--- src/cmo_pkg.sv ---
// Overview of operation
// single transfer on a standard object clears only that object's valid bit
// a transmit FIFO slave's current pointer names its FIFO base object
// base single transfer invalidates the FIFO only when current reaches select limit
// overflow event after each FIFO send when enabled and current equals select
// pending messages go out in transmit filtering priority order
// a bus error delays but keeps order; the failed frame is retried first
// list object error: frame acknowledged but stored in no object
// list object error in transmission: finish it, then refilter
// software reallocates lists only with node init set, or keeps first element
// single transfer clears valid after any received data or remote frame
// a remote answer of an invalidated object is never sent or retried
// node frame mode 10 selects bit timing measurement into the frame counter
// select 001 captures recessive edge minus last dominant edge time
// select 010 and 011 capture transmit-to-echo delay, dominant and recessive
// select 100 captures qualified dominant edge minus last sample point
// clearing one valid bit never disturbs another object
// storing a frame updates new data, lost, pending flags and receive event
// transmit copy loads the node buffer and clears new data
// a cancelled winner still lets other pending objects be filtered and sent
// writing one to transmit request or either enable retriggers filtering
// software toggles enable bits rather than valid during operation
// gateway or FIFO slave with single transfer clears valid after store or send
// receive update bit is set during storage and cleared afterwards
// one clock domain; reset returns every pointer and flag to zero except rx_sync, rx_lvl and tx_last, set to one
package cmo_pkg;
  localparam int NOBJ  = 8;
  localparam int IW    = 3;
  localparam int CTL_W = 9;
  localparam int CNT_W = 16;
  // register pages and node offsets
  localparam logic [3:0] PG_NODE  = 4'h0;
  localparam logic [3:0] PG_CTL   = 4'h1;
  localparam logic [3:0] PG_CFG   = 4'h2;
  localparam logic [3:0] PG_DAT   = 4'h3;
  localparam logic [7:0] ADR_NODE = 8'h00;
  localparam logic [7:0] ADR_CFC  = 8'h04;
  // node control fields
  localparam int N_INIT = 0;
  localparam int N_FM   = 4;
  localparam int N_TS   = 8;
  localparam int N_LOE  = 12;
  // object control bit positions
  localparam int B_VALID = 0;
  localparam int B_TRANSMIT_REQUEST  = 1;
  localparam int B_TXA   = 2;
  localparam int B_TXB   = 3;
  localparam int B_RECEIVE_ENABLE  = 4;
  localparam int B_NEWD  = 5;
  localparam int B_LOST  = 6;
  localparam int B_RXP   = 7;
  localparam int B_RXU   = 8;
  localparam int CLR_SH  = 16;
  localparam logic [CTL_W-1:0] SET_MASK = 9'h01f;
  localparam logic [CTL_W-1:0] CLR_MASK = 9'h0ff;
  localparam logic [CTL_W-1:0] RETRIG   = 9'h00f;
  // object config fields
  localparam int F_KIND  = 0;
  localparam int F_SDT   = 2;
  localparam int F_OVIE  = 3;
  localparam int F_REMOTE_ANSWER_REDIRECT = 4;
  localparam int F_CUR   = 8;
  localparam int F_SEL   = 12;
  // frame mode and timing selections
  localparam logic [1:0] FM_TIMING = 2'h2;
  localparam logic [2:0] TS_REC    = 3'h1;
  localparam logic [2:0] TS_TXDOM  = 3'h2;
  localparam logic [2:0] TS_TXREC  = 3'h3;
  localparam logic [2:0] TS_SYNC   = 3'h4;
  localparam logic [CNT_W-1:0] CNT_RST = 16'h0000;
  localparam logic [2:0]       RXD_IDLE = 3'h7;

  typedef enum logic [1:0] {K_STD, K_TXBASE, K_TXSLV, K_GWDST} cmo_kind_type;
  typedef enum logic [1:0] {T_IDLE, T_FILT, T_COPY, T_BUSY} cmo_tx_type;

  typedef struct packed {
    cmo_kind_type    kind;
    logic            single_transfer_mode;
    logic            ovie;
    logic            remote_answer_redirect;
    logic [IW-1:0]   cur;
    logic [IW-1:0]   sel;
  } cmo_cfg_type;

  typedef struct packed {
    cmo_tx_type                   tx;
    logic [IW-1:0]                win;
    logic                         filt_req;
    logic [NOBJ-1:0][CTL_W-1:0]   ctl;
    cmo_cfg_type [NOBJ-1:0]       cfg;
    logic [NOBJ-1:0][31:0]        data;
    logic [31:0]                  tx_buf;
    logic                         init;
    logic [1:0]                   fmode;
    logic [2:0]                   tsel;
    logic                         loe;
    logic [CNT_W-1:0]             cfc;
    logic [CNT_W-1:0]             cnt_dom;
    logic [CNT_W-1:0]             cnt_tx;
    logic [CNT_W-1:0]             cnt_sp;
    logic [2:0]                   rx_sync;
    logic                         rx_lvl;
    logic                         tx_last;
    logic                         rx_stage;
    logic                         rx_remote;
    logic [IW-1:0]                rx_obj;
    logic [31:0]                  rx_data;
    logic                         tx_start;
    logic                         rx_irq;
    logic [IW-1:0]                irq_obj;
    logic                         ovf;
    logic [IW-1:0]                ovf_b;
    logic [31:0]                  prdata;
    logic                         pslverr;
  } cmo_state_type;
endpackage : cmo_pkg

--- src/cmo_handler.sv ---
`timescale 1ns/10ps
module cmo_handler (
  // clock and reset
  input  wire logic                      clk_sys_i,
  input  wire logic                      sys_rst_i,
  // apb slave
  input  wire logic                      psel_i,
  input  wire logic                      penable_i,
  input  wire logic                      pwrite_i,
  input  wire logic [11:0]               paddr_i,
  input  wire logic [31:0]               pwdata_i,
  output logic      [31:0]               prdata_o,
  output logic                           pready_o,
  output logic                           pslverr_o,
  // can node events
  input  wire logic                      rx_done_i,
  input  wire logic [cmo_pkg::IW-1:0]    rx_obj_i,
  input  wire logic                      rx_remote_i,
  input  wire logic [31:0]               rx_data_i,
  input  wire logic                      loe_i,
  input  wire logic                      tx_done_i,
  input  wire logic                      tx_err_i,
  // bit timing sources
  input  wire logic                      rxd_i,
  input  wire logic                      txd_i,
  input  wire logic                      sample_point_i,
  input  wire logic                      sync_qual_i,
  // node outputs
  output logic                           tx_start_o,
  output logic      [cmo_pkg::IW-1:0]    tx_obj_o,
  output logic      [31:0]               tx_buf_o,
  output logic                           rx_irq_o,
  output logic      [cmo_pkg::IW-1:0]    rx_irq_obj_o,
  output logic                           ovf_irq_o,
  output logic                           node_init_o
);

  cmo_pkg::cmo_state_type st;
  cmo_pkg::cmo_state_type next_st;

  // object may compete in transmit filtering
  function automatic logic cand(input logic [cmo_pkg::CTL_W-1:0] c);
    return c[cmo_pkg::B_VALID] & c[cmo_pkg::B_TRANSMIT_REQUEST] & c[cmo_pkg::B_TXA] & c[cmo_pkg::B_TXB];
  endfunction : cand

  // lowest index wins; msb flags a winner
  function automatic logic [cmo_pkg::IW:0] pick(
    input logic [cmo_pkg::NOBJ-1:0][cmo_pkg::CTL_W-1:0] c);
    logic [cmo_pkg::IW:0] r;
    r = '0;
    for (int i = cmo_pkg::NOBJ - 1; i >= 0; i--) begin
      if (cand(c[i])) begin
        r = {1'b1, cmo_pkg::IW'(i)};
      end
    end
    return r;
  endfunction : pick

  // saturating cycle counter step
  function automatic logic [cmo_pkg::CNT_W-1:0] sat(input logic [cmo_pkg::CNT_W-1:0] v);
    return (&v) ? v : cmo_pkg::CNT_W'(v + 1'b1);
  endfunction : sat

  // next state
  always_comb begin
    logic                        rx_edge;
    logic                        rx_rise;
    logic                        rx_fall;
    logic                        tx_edge;
    logic [3:0]                  pg;
    logic [cmo_pkg::IW-1:0]      ix;
    logic [cmo_pkg::IW-1:0]      b;
    logic [cmo_pkg::IW-1:0]      nc;
    logic [cmo_pkg::IW-1:0]      o;
    logic [cmo_pkg::IW-1:0]      t;
    logic [cmo_pkg::IW:0]        pk;
    logic [cmo_pkg::CTL_W-1:0]   clr;
    logic [cmo_pkg::CTL_W-1:0]   sw_set;
    logic [31:0]                 rd;
    logic                        hit;
    logic                        wr;
    logic                        retrig;
    cmo_pkg::cmo_cfg_type        c;
    rx_edge = 1'b0;
    rx_rise = 1'b0;
    rx_fall = 1'b0;
    tx_edge = 1'b0;
    pg      = paddr_i[11:8];
    ix      = paddr_i[cmo_pkg::IW+1:2];
    b       = '0;
    nc      = '0;
    o       = '0;
    t       = '0;
    pk      = '0;
    clr     = '0;
    sw_set  = '0;
    rd      = '0;
    hit     = 1'b0;
    wr      = 1'b0;
    retrig  = 1'b0;
    c       = '0;
    next_st = st;
    next_st.tx_start = 1'b0;
    next_st.rx_irq   = 1'b0;
    next_st.ovf      = 1'b0;

    // receive pin synchroniser and edge detect
    next_st.rx_sync = {st.rx_sync[1:0], rxd_i};
    rx_edge = (st.rx_sync[1] == st.rx_sync[2]) && (st.rx_sync[2] != st.rx_lvl);
    rx_rise = rx_edge & st.rx_sync[2];
    rx_fall = rx_edge & ~st.rx_sync[2];
    if (rx_edge) begin
      next_st.rx_lvl = st.rx_sync[2];
    end
    tx_edge = txd_i != st.tx_last;
    next_st.tx_last = txd_i;

    // edge and sample point interval counters
    next_st.cnt_dom = rx_fall ? cmo_pkg::CNT_RST : sat(st.cnt_dom);
    next_st.cnt_tx  = tx_edge ? cmo_pkg::CNT_RST : sat(st.cnt_tx);
    next_st.cnt_sp  = sample_point_i ? cmo_pkg::CNT_RST : sat(st.cnt_sp);

    // timing capture into frame counter, current cycle included
    if (st.fmode == cmo_pkg::FM_TIMING) begin
      case (st.tsel)
        cmo_pkg::TS_REC: begin
          if (rx_rise) next_st.cfc = sat(st.cnt_dom);
        end
        cmo_pkg::TS_TXDOM: begin
          if (rx_fall) next_st.cfc = sat(st.cnt_tx);
        end
        cmo_pkg::TS_TXREC: begin
          if (rx_rise) next_st.cfc = sat(st.cnt_tx);
        end
        cmo_pkg::TS_SYNC: begin
          if (rx_fall && sync_qual_i) next_st.cfc = sat(st.cnt_sp);
        end
        default: begin
        end
      endcase
    end

    // apb address decode and read mux
    case (pg)
      cmo_pkg::PG_NODE: begin
        hit = (paddr_i[7:0] == cmo_pkg::ADR_NODE) || (paddr_i[7:0] == cmo_pkg::ADR_CFC);
        if (paddr_i[7:0] == cmo_pkg::ADR_CFC) begin
          rd[cmo_pkg::CNT_W-1:0] = st.cfc;
        end else begin
          rd[cmo_pkg::N_INIT]     = st.init;
          rd[cmo_pkg::N_FM +: 2]  = st.fmode;
          rd[cmo_pkg::N_TS +: 3]  = st.tsel;
          rd[cmo_pkg::N_LOE]      = st.loe;
        end
      end
      cmo_pkg::PG_CTL, cmo_pkg::PG_CFG, cmo_pkg::PG_DAT: begin
        hit = paddr_i[7:cmo_pkg::IW+2] == '0;
        c   = st.cfg[ix];
        if (pg == cmo_pkg::PG_CTL) begin
          rd[cmo_pkg::CTL_W-1:0] = st.ctl[ix];
        end else if (pg == cmo_pkg::PG_CFG) begin
          rd[cmo_pkg::F_KIND +: 2]      = c.kind;
          rd[cmo_pkg::F_SDT]            = c.single_transfer_mode;
          rd[cmo_pkg::F_OVIE]           = c.ovie;
          rd[cmo_pkg::F_REMOTE_ANSWER_REDIRECT]          = c.remote_answer_redirect;
          rd[cmo_pkg::F_CUR +: cmo_pkg::IW] = c.cur;
          rd[cmo_pkg::F_SEL +: cmo_pkg::IW] = c.sel;
        end else begin
          rd = st.data[ix];
        end
      end
      default: begin
        hit = 1'b0;
      end
    endcase
    if (psel_i && !penable_i) begin
      next_st.prdata  = hit ? rd : '0;
      next_st.pslverr = !hit;
    end
    wr = psel_i && penable_i && pwrite_i && !st.pslverr;

    // software writes, clears first
    if (wr) begin
      case (pg)
        cmo_pkg::PG_NODE: begin
          if (paddr_i[7:0] == cmo_pkg::ADR_NODE) begin
            next_st.init  = pwdata_i[cmo_pkg::N_INIT];
            next_st.fmode = pwdata_i[cmo_pkg::N_FM +: 2];
            next_st.tsel  = pwdata_i[cmo_pkg::N_TS +: 3];
            if (pwdata_i[cmo_pkg::N_LOE]) next_st.loe = 1'b0;
          end
        end
        cmo_pkg::PG_CTL: begin
          clr    = pwdata_i[cmo_pkg::CLR_SH +: cmo_pkg::CTL_W] & cmo_pkg::CLR_MASK;
          sw_set = pwdata_i[cmo_pkg::CTL_W-1:0] & cmo_pkg::SET_MASK;
          next_st.ctl[ix] = st.ctl[ix] & ~clr;
          retrig = |((clr | sw_set) & cmo_pkg::RETRIG);
        end
        cmo_pkg::PG_CFG: begin
          c.kind  = cmo_pkg::cmo_kind_type'(pwdata_i[cmo_pkg::F_KIND +: 2]);
          c.single_transfer_mode   = pwdata_i[cmo_pkg::F_SDT];
          c.ovie  = pwdata_i[cmo_pkg::F_OVIE];
          c.remote_answer_redirect = pwdata_i[cmo_pkg::F_REMOTE_ANSWER_REDIRECT];
          c.cur   = pwdata_i[cmo_pkg::F_CUR +: cmo_pkg::IW];
          c.sel   = pwdata_i[cmo_pkg::F_SEL +: cmo_pkg::IW];
          next_st.cfg[ix] = c;
        end
        default: begin
          next_st.data[ix] = pwdata_i;
        end
      endcase
    end

    // transmit filtering and sequencing
    case (st.tx)
      cmo_pkg::T_IDLE: begin
        if (st.filt_req && !st.init) begin
          next_st.filt_req = 1'b0;
          next_st.tx       = cmo_pkg::T_FILT;
        end
      end
      cmo_pkg::T_FILT: begin
        pk = pick(st.ctl);
        next_st.win = pk[cmo_pkg::IW-1:0];
        next_st.tx  = pk[cmo_pkg::IW] ? cmo_pkg::T_COPY : cmo_pkg::T_IDLE;
      end
      cmo_pkg::T_COPY: begin
        if (cand(next_st.ctl[st.win])) begin
          next_st.tx_buf = st.data[st.win];
          next_st.ctl[st.win][cmo_pkg::B_NEWD] = 1'b0;
          next_st.tx_start = 1'b1;
          next_st.tx       = cmo_pkg::T_BUSY;
        end else begin
          next_st.filt_req = 1'b1;
          next_st.tx       = cmo_pkg::T_IDLE;
        end
      end
      cmo_pkg::T_BUSY: begin
        if (tx_done_i) begin
          next_st.ctl[st.win][cmo_pkg::B_TRANSMIT_REQUEST] = 1'b0;
          c = st.cfg[st.win];
          b = (c.kind == cmo_pkg::K_TXSLV) ? c.cur : st.win;
          if (c.kind == cmo_pkg::K_TXSLV || c.kind == cmo_pkg::K_TXBASE) begin
            nc = cmo_pkg::IW'(st.cfg[b].cur + 1'b1);
            next_st.cfg[b].cur = nc;
            if (nc == st.cfg[b].sel) begin
              if (st.cfg[b].ovie) begin
                next_st.ovf   = 1'b1;
                next_st.ovf_b = b;
              end
              if (st.cfg[b].single_transfer_mode) next_st.ctl[b][cmo_pkg::B_VALID] = 1'b0;
            end
          end
          if (c.single_transfer_mode && c.kind != cmo_pkg::K_TXBASE) begin
            next_st.ctl[st.win][cmo_pkg::B_VALID] = 1'b0;
          end
          next_st.filt_req = 1'b1;
          next_st.tx       = cmo_pkg::T_IDLE;
        end else if (tx_err_i) begin
          if (cand(next_st.ctl[st.win])) begin
            next_st.tx = cmo_pkg::T_COPY;
          end else begin
            next_st.filt_req = 1'b1;
            next_st.tx       = cmo_pkg::T_IDLE;
          end
        end
      end
      default: begin
        next_st.tx = cmo_pkg::T_IDLE;
      end
    endcase

    // second storage step: flags, data, single transfer
    if (st.rx_stage) begin
      o = st.rx_obj;
      next_st.rx_stage = 1'b0;
      next_st.ctl[o][cmo_pkg::B_RXU] = 1'b0;
      if (st.ctl[o][cmo_pkg::B_VALID] && st.ctl[o][cmo_pkg::B_RECEIVE_ENABLE]) begin
        if (!st.rx_remote) next_st.data[o] = st.rx_data;
        next_st.ctl[o][cmo_pkg::B_LOST] = st.ctl[o][cmo_pkg::B_NEWD];
        next_st.ctl[o][cmo_pkg::B_NEWD] = 1'b1;
        next_st.ctl[o][cmo_pkg::B_RXP]  = 1'b1;
        next_st.rx_irq  = 1'b1;
        next_st.irq_obj = o;
        if (st.cfg[o].single_transfer_mode) next_st.ctl[o][cmo_pkg::B_VALID] = 1'b0;
        if (st.rx_remote) begin
          t = st.cfg[o].remote_answer_redirect ? st.cfg[o].cur : o;
          next_st.ctl[t][cmo_pkg::B_TRANSMIT_REQUEST] = 1'b1;
          retrig = 1'b1;
        end
      end
    end

    // first storage step, skipped on list object error
    if (rx_done_i && !st.init && !loe_i) begin
      next_st.rx_stage  = 1'b1;
      next_st.rx_obj    = rx_obj_i;
      next_st.rx_remote = rx_remote_i;
      next_st.rx_data   = rx_data_i;
      next_st.ctl[rx_obj_i][cmo_pkg::B_RXU] = 1'b1;
    end
    if (loe_i) next_st.loe = 1'b1;

    // software sets last so they win
    if (wr && pg == cmo_pkg::PG_CTL) begin
      next_st.ctl[ix] = next_st.ctl[ix] | sw_set;
    end
    if (retrig) next_st.filt_req = 1'b1;
  end

  // state register
  always_ff @(posedge clk_sys_i or posedge sys_rst_i) begin
    if (sys_rst_i) begin
      st         <= '0;
      st.rx_sync <= cmo_pkg::RXD_IDLE; // pins idle recessive: no false edge after reset
      st.rx_lvl  <= cmo_pkg::RXD_IDLE[0];
      st.tx_last <= cmo_pkg::RXD_IDLE[0];
    end else begin
      st <= next_st;
    end
  end

  // outputs
  assign prdata_o     = st.prdata;
  assign pready_o     = psel_i & penable_i;
  assign pslverr_o    = psel_i & penable_i & st.pslverr;
  assign tx_start_o   = st.tx_start;
  assign tx_obj_o     = st.win;
  assign tx_buf_o     = st.tx_buf;
  assign rx_irq_o     = st.rx_irq;
  assign rx_irq_obj_o = st.irq_obj;
  assign ovf_irq_o    = st.ovf;
  assign node_init_o  = st.init;

  // any write access, kept out of the retry check
  logic wr_any;
  assign wr_any = psel_i & penable_i & pwrite_i;

  // assertions
  property p_rxu;
    @(posedge clk_sys_i) disable iff (sys_rst_i)
      st.rx_stage |-> st.ctl[st.rx_obj][cmo_pkg::B_RXU] ##1 !st.ctl[$past(st.rx_obj)][cmo_pkg::B_RXU];
  endproperty
  a_rxu: assert property (p_rxu) else $error("receive update not pulsed around storage");

  property p_store;
    @(posedge clk_sys_i) disable iff (sys_rst_i)
      rx_irq_o |-> $past(st.rx_stage) && st.ctl[rx_irq_obj_o][cmo_pkg::B_RXP];
  endproperty
  a_store: assert property (p_store) else $error("receive event without stored flags");

  property p_copy;
    @(posedge clk_sys_i) disable iff (sys_rst_i)
      tx_start_o |-> !st.ctl[tx_obj_o][cmo_pkg::B_NEWD] && tx_buf_o == $past(st.data[st.win]);
  endproperty
  a_copy: assert property (p_copy) else $error("transmit copy wrong");

  property p_ovf;
    @(posedge clk_sys_i) disable iff (sys_rst_i)
      ovf_irq_o |-> $past(tx_done_i) && st.cfg[st.ovf_b].cur == st.cfg[st.ovf_b].sel;
  endproperty
  a_ovf: assert property (p_ovf) else $error("overflow event at wrong pointer");

  property p_cancel;
    @(posedge clk_sys_i) disable iff (sys_rst_i)
      st.tx == cmo_pkg::T_COPY |=> (st.tx == cmo_pkg::T_BUSY && tx_start_o) || (st.tx == cmo_pkg::T_IDLE && st.filt_req);
  endproperty
  a_cancel: assert property (p_cancel) else $error("cancelled winner stalls filtering");

  property p_retry;
    @(posedge clk_sys_i) disable iff (sys_rst_i)
      st.tx == cmo_pkg::T_BUSY && tx_err_i && !tx_done_i && st.tx_start == 1'b0 && cand(st.ctl[st.win]) && !wr_any
      |=> st.tx == cmo_pkg::T_COPY ##1 tx_start_o && tx_obj_o == $past(st.win, 2);
  endproperty
  a_retry: assert property (p_retry) else $error("failed frame not retried first");

  property p_cfc;
    @(posedge clk_sys_i) disable iff (sys_rst_i)
      st.cfc != $past(st.cfc) |-> $past(st.fmode) == cmo_pkg::FM_TIMING;
  endproperty
  a_cfc: assert property (p_cfc) else $error("frame counter moved outside timing mode");

  property p_loe;
    @(posedge clk_sys_i) disable iff (sys_rst_i)
      rx_done_i && loe_i |=> !st.rx_stage ##1 !rx_irq_o;
  endproperty
  a_loe: assert property (p_loe) else $error("frame stored despite list object error");

endmodule : cmo_handler

--- config.mk ---
export PLATFORM = sky130hd
export DESIGN_NAME = cmo_handler
export DESIGN_NICKNAME = d
export VERILOG_FILES = /design/src/cmo_pkg.sv /design/src/cmo_handler.sv
export SDC_FILE = /design/constraint.sdc
export NUM_CORES = 2
export LEC_CHECK = 0
export BUFFER_PORTS_ARGS = -buffer_cell sky130_fd_sc_hd__buf_4
export CAP_MARGIN = 20
export CORE_ASPECT_RATIO = 0.9
export CORE_MARGIN = 2
export CORE_UTILIZATION = 55
export DETAILED_ROUTE_END_ITERATION = 10
export GPL_TIMING_DRIVEN = 0
export PLACE_DENSITY = 0.76
export SYNTH_ARGS = -nofsm -noshare
export SYNTH_HDL_FRONTEND = slang
export SYNTH_SLANG_ARGS = --single-unit
--- constraint.sdc ---
create_clock -name clk_sys_i -period 20 [get_ports clk_sys_i]
set_input_delay 1 -clock clk_sys_i [delete_from_list [all_inputs] [get_ports clk_sys_i]]
set_output_delay 1 -clock clk_sys_i [all_outputs]
set_load 0.01 [all_outputs]
# --- Word level (Yosys, flattened, before mapping) ---
# Index checks and enable logic that the tools add are counted.
classes:
  n_mul: 0
  n_eq_ne: 27
  bitwise_logic: 52
  shifts: 0
  magnitude_cmp: 12
  add_sub_neg: 4
  n_mux: 161
  div_mod_pow: 0
  reduce_logical: 49
op_table:
  columns: ["op", "count"]
  rows:
  - ["256-bit 2-to-1 mux", 4]
  - ["72-bit 2-to-1 mux", 13]
  - ["160-bit 2-to-1 mux", 4]
  - ["256-bit bitwise mux", 2]
  - ["72-bit AND", 6]
  - ["72-bit inverter", 6]
  - ["416-bit 2-to-1 mux", 1]
  - ["9-bit demux with 3-bit select", 12]
  - ["72-bit OR", 4]
  - ["72-bit bitwise mux", 3]
  - ["32-bit binary-select mux with 3-bit select", 2]
  - ["32-bit demux with 3-bit select", 2]
  - ["88-bit bitwise mux", 2]
  - ["16-bit 2-to-1 mux", 11]
  - ["88-bit 2-to-1 mux", 2]
  - ["32-bit 2-to-1 mux", 5]
  - ["72-bit case mux with 2 select lines", 1]
  - ["11-bit binary-select mux with 3-bit select", 4]
  - ["9-bit binary-select mux with 3-bit select", 4]
  - ["9-bit 2-to-1 mux", 8]
  - ["4-bit 2-to-1 mux", 17]
  - ["11-bit demux with 3-bit select", 2]
  - ["16-bit case mux with 4 select lines", 1]
  - ["16-bit by 1-bit adder with 16-bit output (second input constant)", 3]
  - ["other kinds (56)", 186]
totals:
  rom_bits: 0
  reg_bits: 609
  out_inout_bits: 76
  ramBits: 0
  wordCells: 395
  mem_count: 0
  latchBits: 0
  in_bits: 93

# --- Longest topological paths before layout ---
depth:
  ltp_word: 38
  depth_mapped: 27
  ltp_nobuf: 20

# --- Least setup slack after synthesis ---
# OpenSTA, ideal clock, no wires.
synth_timing:
  path_kind: "register to register"
  startpoint: "register st (netlist bit tx_obj_o[1])"
  endpoint: "register st[558] (netlist name)"
  setup_slack_ns: 14.086
  setup_time_ns: 0.142
  arrival_time_ns: 5.772
  synth_period_minus_slack_ns: 5.914
  stages_incl_launch_ff: 26
  path_cell_list: "dfrtp_1 > buf_6 > buf_6 > clkbuf_1 > nor3_1 > clkbuf_1 > a22oi_1 > and4_1 > inv_1 > ha_1 > buf_2 > o21ai_0 > a211oi_2 > buf_6 > buf_2 > clkbuf_1 > nand3_1 > o211ai_1 > o21ai_0 > ha_1 > clkbuf_1 > xnor2_1 > or2_2 > or4_1 > a211oi_1 > a22oi_1"
synth_lines:
  columns: ["element", "line_no", "text"]
  rows:
  - ["start: declaration", "cmo_handler.sv:38", "cmo_pkg::cmo_state_type st;"]
  - ["start signal: assignment", "cmo_handler.sv:319", "st <= next_st;"]

==> summary.txt <==
status: completed
Synth area leaders: dfrtp_1 (43%), mux2i_1 (11%), mux4_2 (7.9%)
fill count: 5167
area delta synth->final: 13.9%
CTS buffer count: 67
Worst Path Required: 20.48 ns
total grt overflow: 0
Worst Path Arrival: 9.66 ns
Hold Fails Final Rpt: 0
post-CTS sizing: 0
row cnt: 87
Detailed Route Iter0 Violations: 5281
largest area contributor in the netlist: dfrtp_1
metal3 WL: 23.0 mm
power density cells: 69.7 mW/mm^2
H-tree depth: 3
wire length on met1: 52.0 mm
Final period util: 45.9%
post-synthesis register bit count: 606
Min-Delay Endpoint: next_st[83]
Fin Setup TNS: 0 ns
vias in the first global route: 30237
Syn. warnings: 0
CTS tree: done
largest net degree at the start of global routing: 130
hold wc startpoint: next_st[82]
clk buf depth: 3
worst-skew pair later-pin latency: 0.66 ns
DR WL met2: 57.2 mm
Avg Inst Size Synth: 10.1 sq um
Worst slew margin: 8.71%
Buffers on Ports: 138
number of I/O pins: 169
Via density: 7.04
clock sink count: 606
CP Max Fanout: 10
RSZ-0062 raised after global routing: no
Post-synth ARST share: 100%
antenna-violating nets left: 0
Setup Skew: 0.0353 ns
Worst-path clk slew: 0.06 ns
Post-synth EDFFs: 0
synthesized area: 0.0347 sq mm
sequential share of the synthesized area: 43.7%
clk root buf: clkbuf_16
Slew Limit Fails: 0
first-pass GRT wire length: 204 mm
Core Util, Final: 63.1%
Max IR drop VDD: 0.0000549 V
R2R Setup Slk: 10.82 ns
Initial Util: 55.5%
post-DP HPWL: 99.1 mm
antenna violations before repair: 9
overall die width: 269 um
WL per Instance: 31.2 um
fmax: 109 MHz
Die Ht: 242 um
WL final: 143 mm
Reg2Reg Capture Point: st[540]
Yosys top cell area share: 43.3%
final setup margin: 10.82 ns
core region area: 0.0626 sq mm
1st-pass router iterations: 7
unique cell type count in the Yosys netlist: 85
Final Net Count: 3769
final setup vio count: 0
net count after synthesis: 3531
layout cells sized above 1: 18.3%
Period minus WS final: 9.18 ns
non-filler instance count after layout: 4573
Syn Inst Count: 3432
GR Util All Layers: 43.4%
Pleak: 16.1 nW
dpl ws: 11.47 ns
DR vias: 32199
die area: 0.0651 sq mm
Synth Flop Type: dfrtp_1
Placed Instances: 4437
hold buffer count at cts: 0
routability cong.: 1.06
Post-CTS Setup Bufs: 0
critical path class: reg2reg
DRC viols: 0
maxcap violations: 0
Critical Path End Type: register
r2r startpoint: tx_obj_o[0]
slew at the pin closest to its max-slew limit: 1.37 ns
worst r2r path cells: 26
hold crit path type: reg2reg
Worst Setup Start Kind: register
hold-critical path depth: 0
highest metal used: met5
[cell usage after synthesis (13+ instances only)]
library cell  instances
xor2_1               20
a211oi_1             15
clkbuf_1            214
o21ai_0             210
a221oi_1             70
a22oi_1              22
nor3_1               20
mux2i_1             366
inv_1                18
o22ai_1              34
nand3_1              55
nand2b_1             13
and3_1               18
nand4_1              22
dfrtp_1             601
mux2_2              147
a31oi_1              42
or2_2                14
nor2_1              404
nand2_1             308
buf_2                19
xnor2_1              15
a22o_1               58
a21oi_1             268
buf_1                55
buf_4                71
nor2b_1              25
mux4_2              121
[cells by family after synthesis]
family / after synthesis / synth area share (%)
simple gates: 946 / 11.9
compound gates: 810 / 14.6
mux: 636 / 23.3
flops: 606 / 43.7
buf+inv: 392 / 5.35
xor+xnor: 35 / 0.883
fa+ha+maj: 7 / 0.245
[metal layers]
layer | track usage (%) | vias to the layer above
li1 | - | 12951
met1 | 57.5 | 15608
met2 | 58.2 | 2922
met3 | 19.4 | 712
met4 | 25.7 | 6
met5 | 0 | -
[worst max-delay path, stage by stage, from the launching register on]
cell	delay, ns
dfrtp_1	0.49
clkbuf_1	0.31
clkbuf_1	0.38
buf_1	0.58
nor3_1	0.85
clkbuf_1	1.01
a22oi_1	0.14
and4_1	0.34
inv_1	0.08
ha_1	0.27
buf_2	0.28
o21ai_0	0.14
a211oi_2	0.61
buf_6	0.26
buf_2	0.32
clkbuf_1	0.43
nand3_1	0.12
o211ai_1	0.12
o21ai_0	0.11
ha_1	0.29
clkbuf_1	0.34
xnor2_1	0.24
or2_2	0.35
or2_1	0.22
buf_2	0.15
o41ai_1	0.44
o21ai_1	0.13
[layout by cell type (no fill, tap or decap), drive strengths merged, types with 11 or more instances in the layout]
master	n
nand3	55
xnor2	15
a211oi	17
nor2b	25
dfrtp	601
o21ai	214
o221ai	11
clkinv	15
mux2i	366
a21oi	268
nand2	308
or3	11
a22oi	22
and2	13
inv	22
buf	325
nor3	21
nand4	22
a221oi	71
a22o	58
or2	18
xor2	20
and3	18
nor2	404
o22ai	34
clkbuf	315
mux4	123
nand2b	13
a31oi	42
mux2	147
[stage by stage]
stage	power (W)	cell area (sq um)	hold slack, ns
final	0.00275	39500	0.360
after floorplan	0.00141	34700	0.345
after CTS	0.00274	39400	0.360
after detailed placement	0.00150	37200	0.347
after global placement	0.00149	36800	0.347
after global routing	0.00281	39500	0.360
[power by group]
group / internal, W / switching (W)
Clock: 0.000724 / 0.000541
Combinational: 0.0000712 / 0.000144
Sequential: 0.00125 / 0.0000225
[final cells by class]
| class | count | area, sq um | area share [%] |
|---|---|---|---|
| multi-input cells | 2434 | 17700 | 44.8 |
| flip-flops and latches | 606 | 15200 | 38.4 |
| clock buffers | 100 | 1970 | 4.99 |
| plain buffers | 371 | 1780 | 4.50 |
| repair buffers | 169 | 1510 | 3.83 |
| well taps | 845 | 1060 | 2.67 |
| clock inverters | 19 | 211 | 0.535 |
| inverters | 21 | 86.3 | 0.218 |
| diodes | 8 | 20.0 | 0.0506 |
[worst max path at each step]
| stage | start | to |
|---|---|---|
| 4_1_cts | tx_obj_o[0] | st[567] |
| 3_5_place_dp | tx_obj_o[0] | st[558] |
| 5_1_grt | tx_obj_o[0] | st[567] |
| 2_1_floorplan | sys_rst_i | asynchronous set/reset pin |
| 3_3_place_gp | sys_rst_i | asynchronous set/reset pin |
| 6_report | tx_obj_o[0] | st[540] |
(Power assumes the default switching activity.)
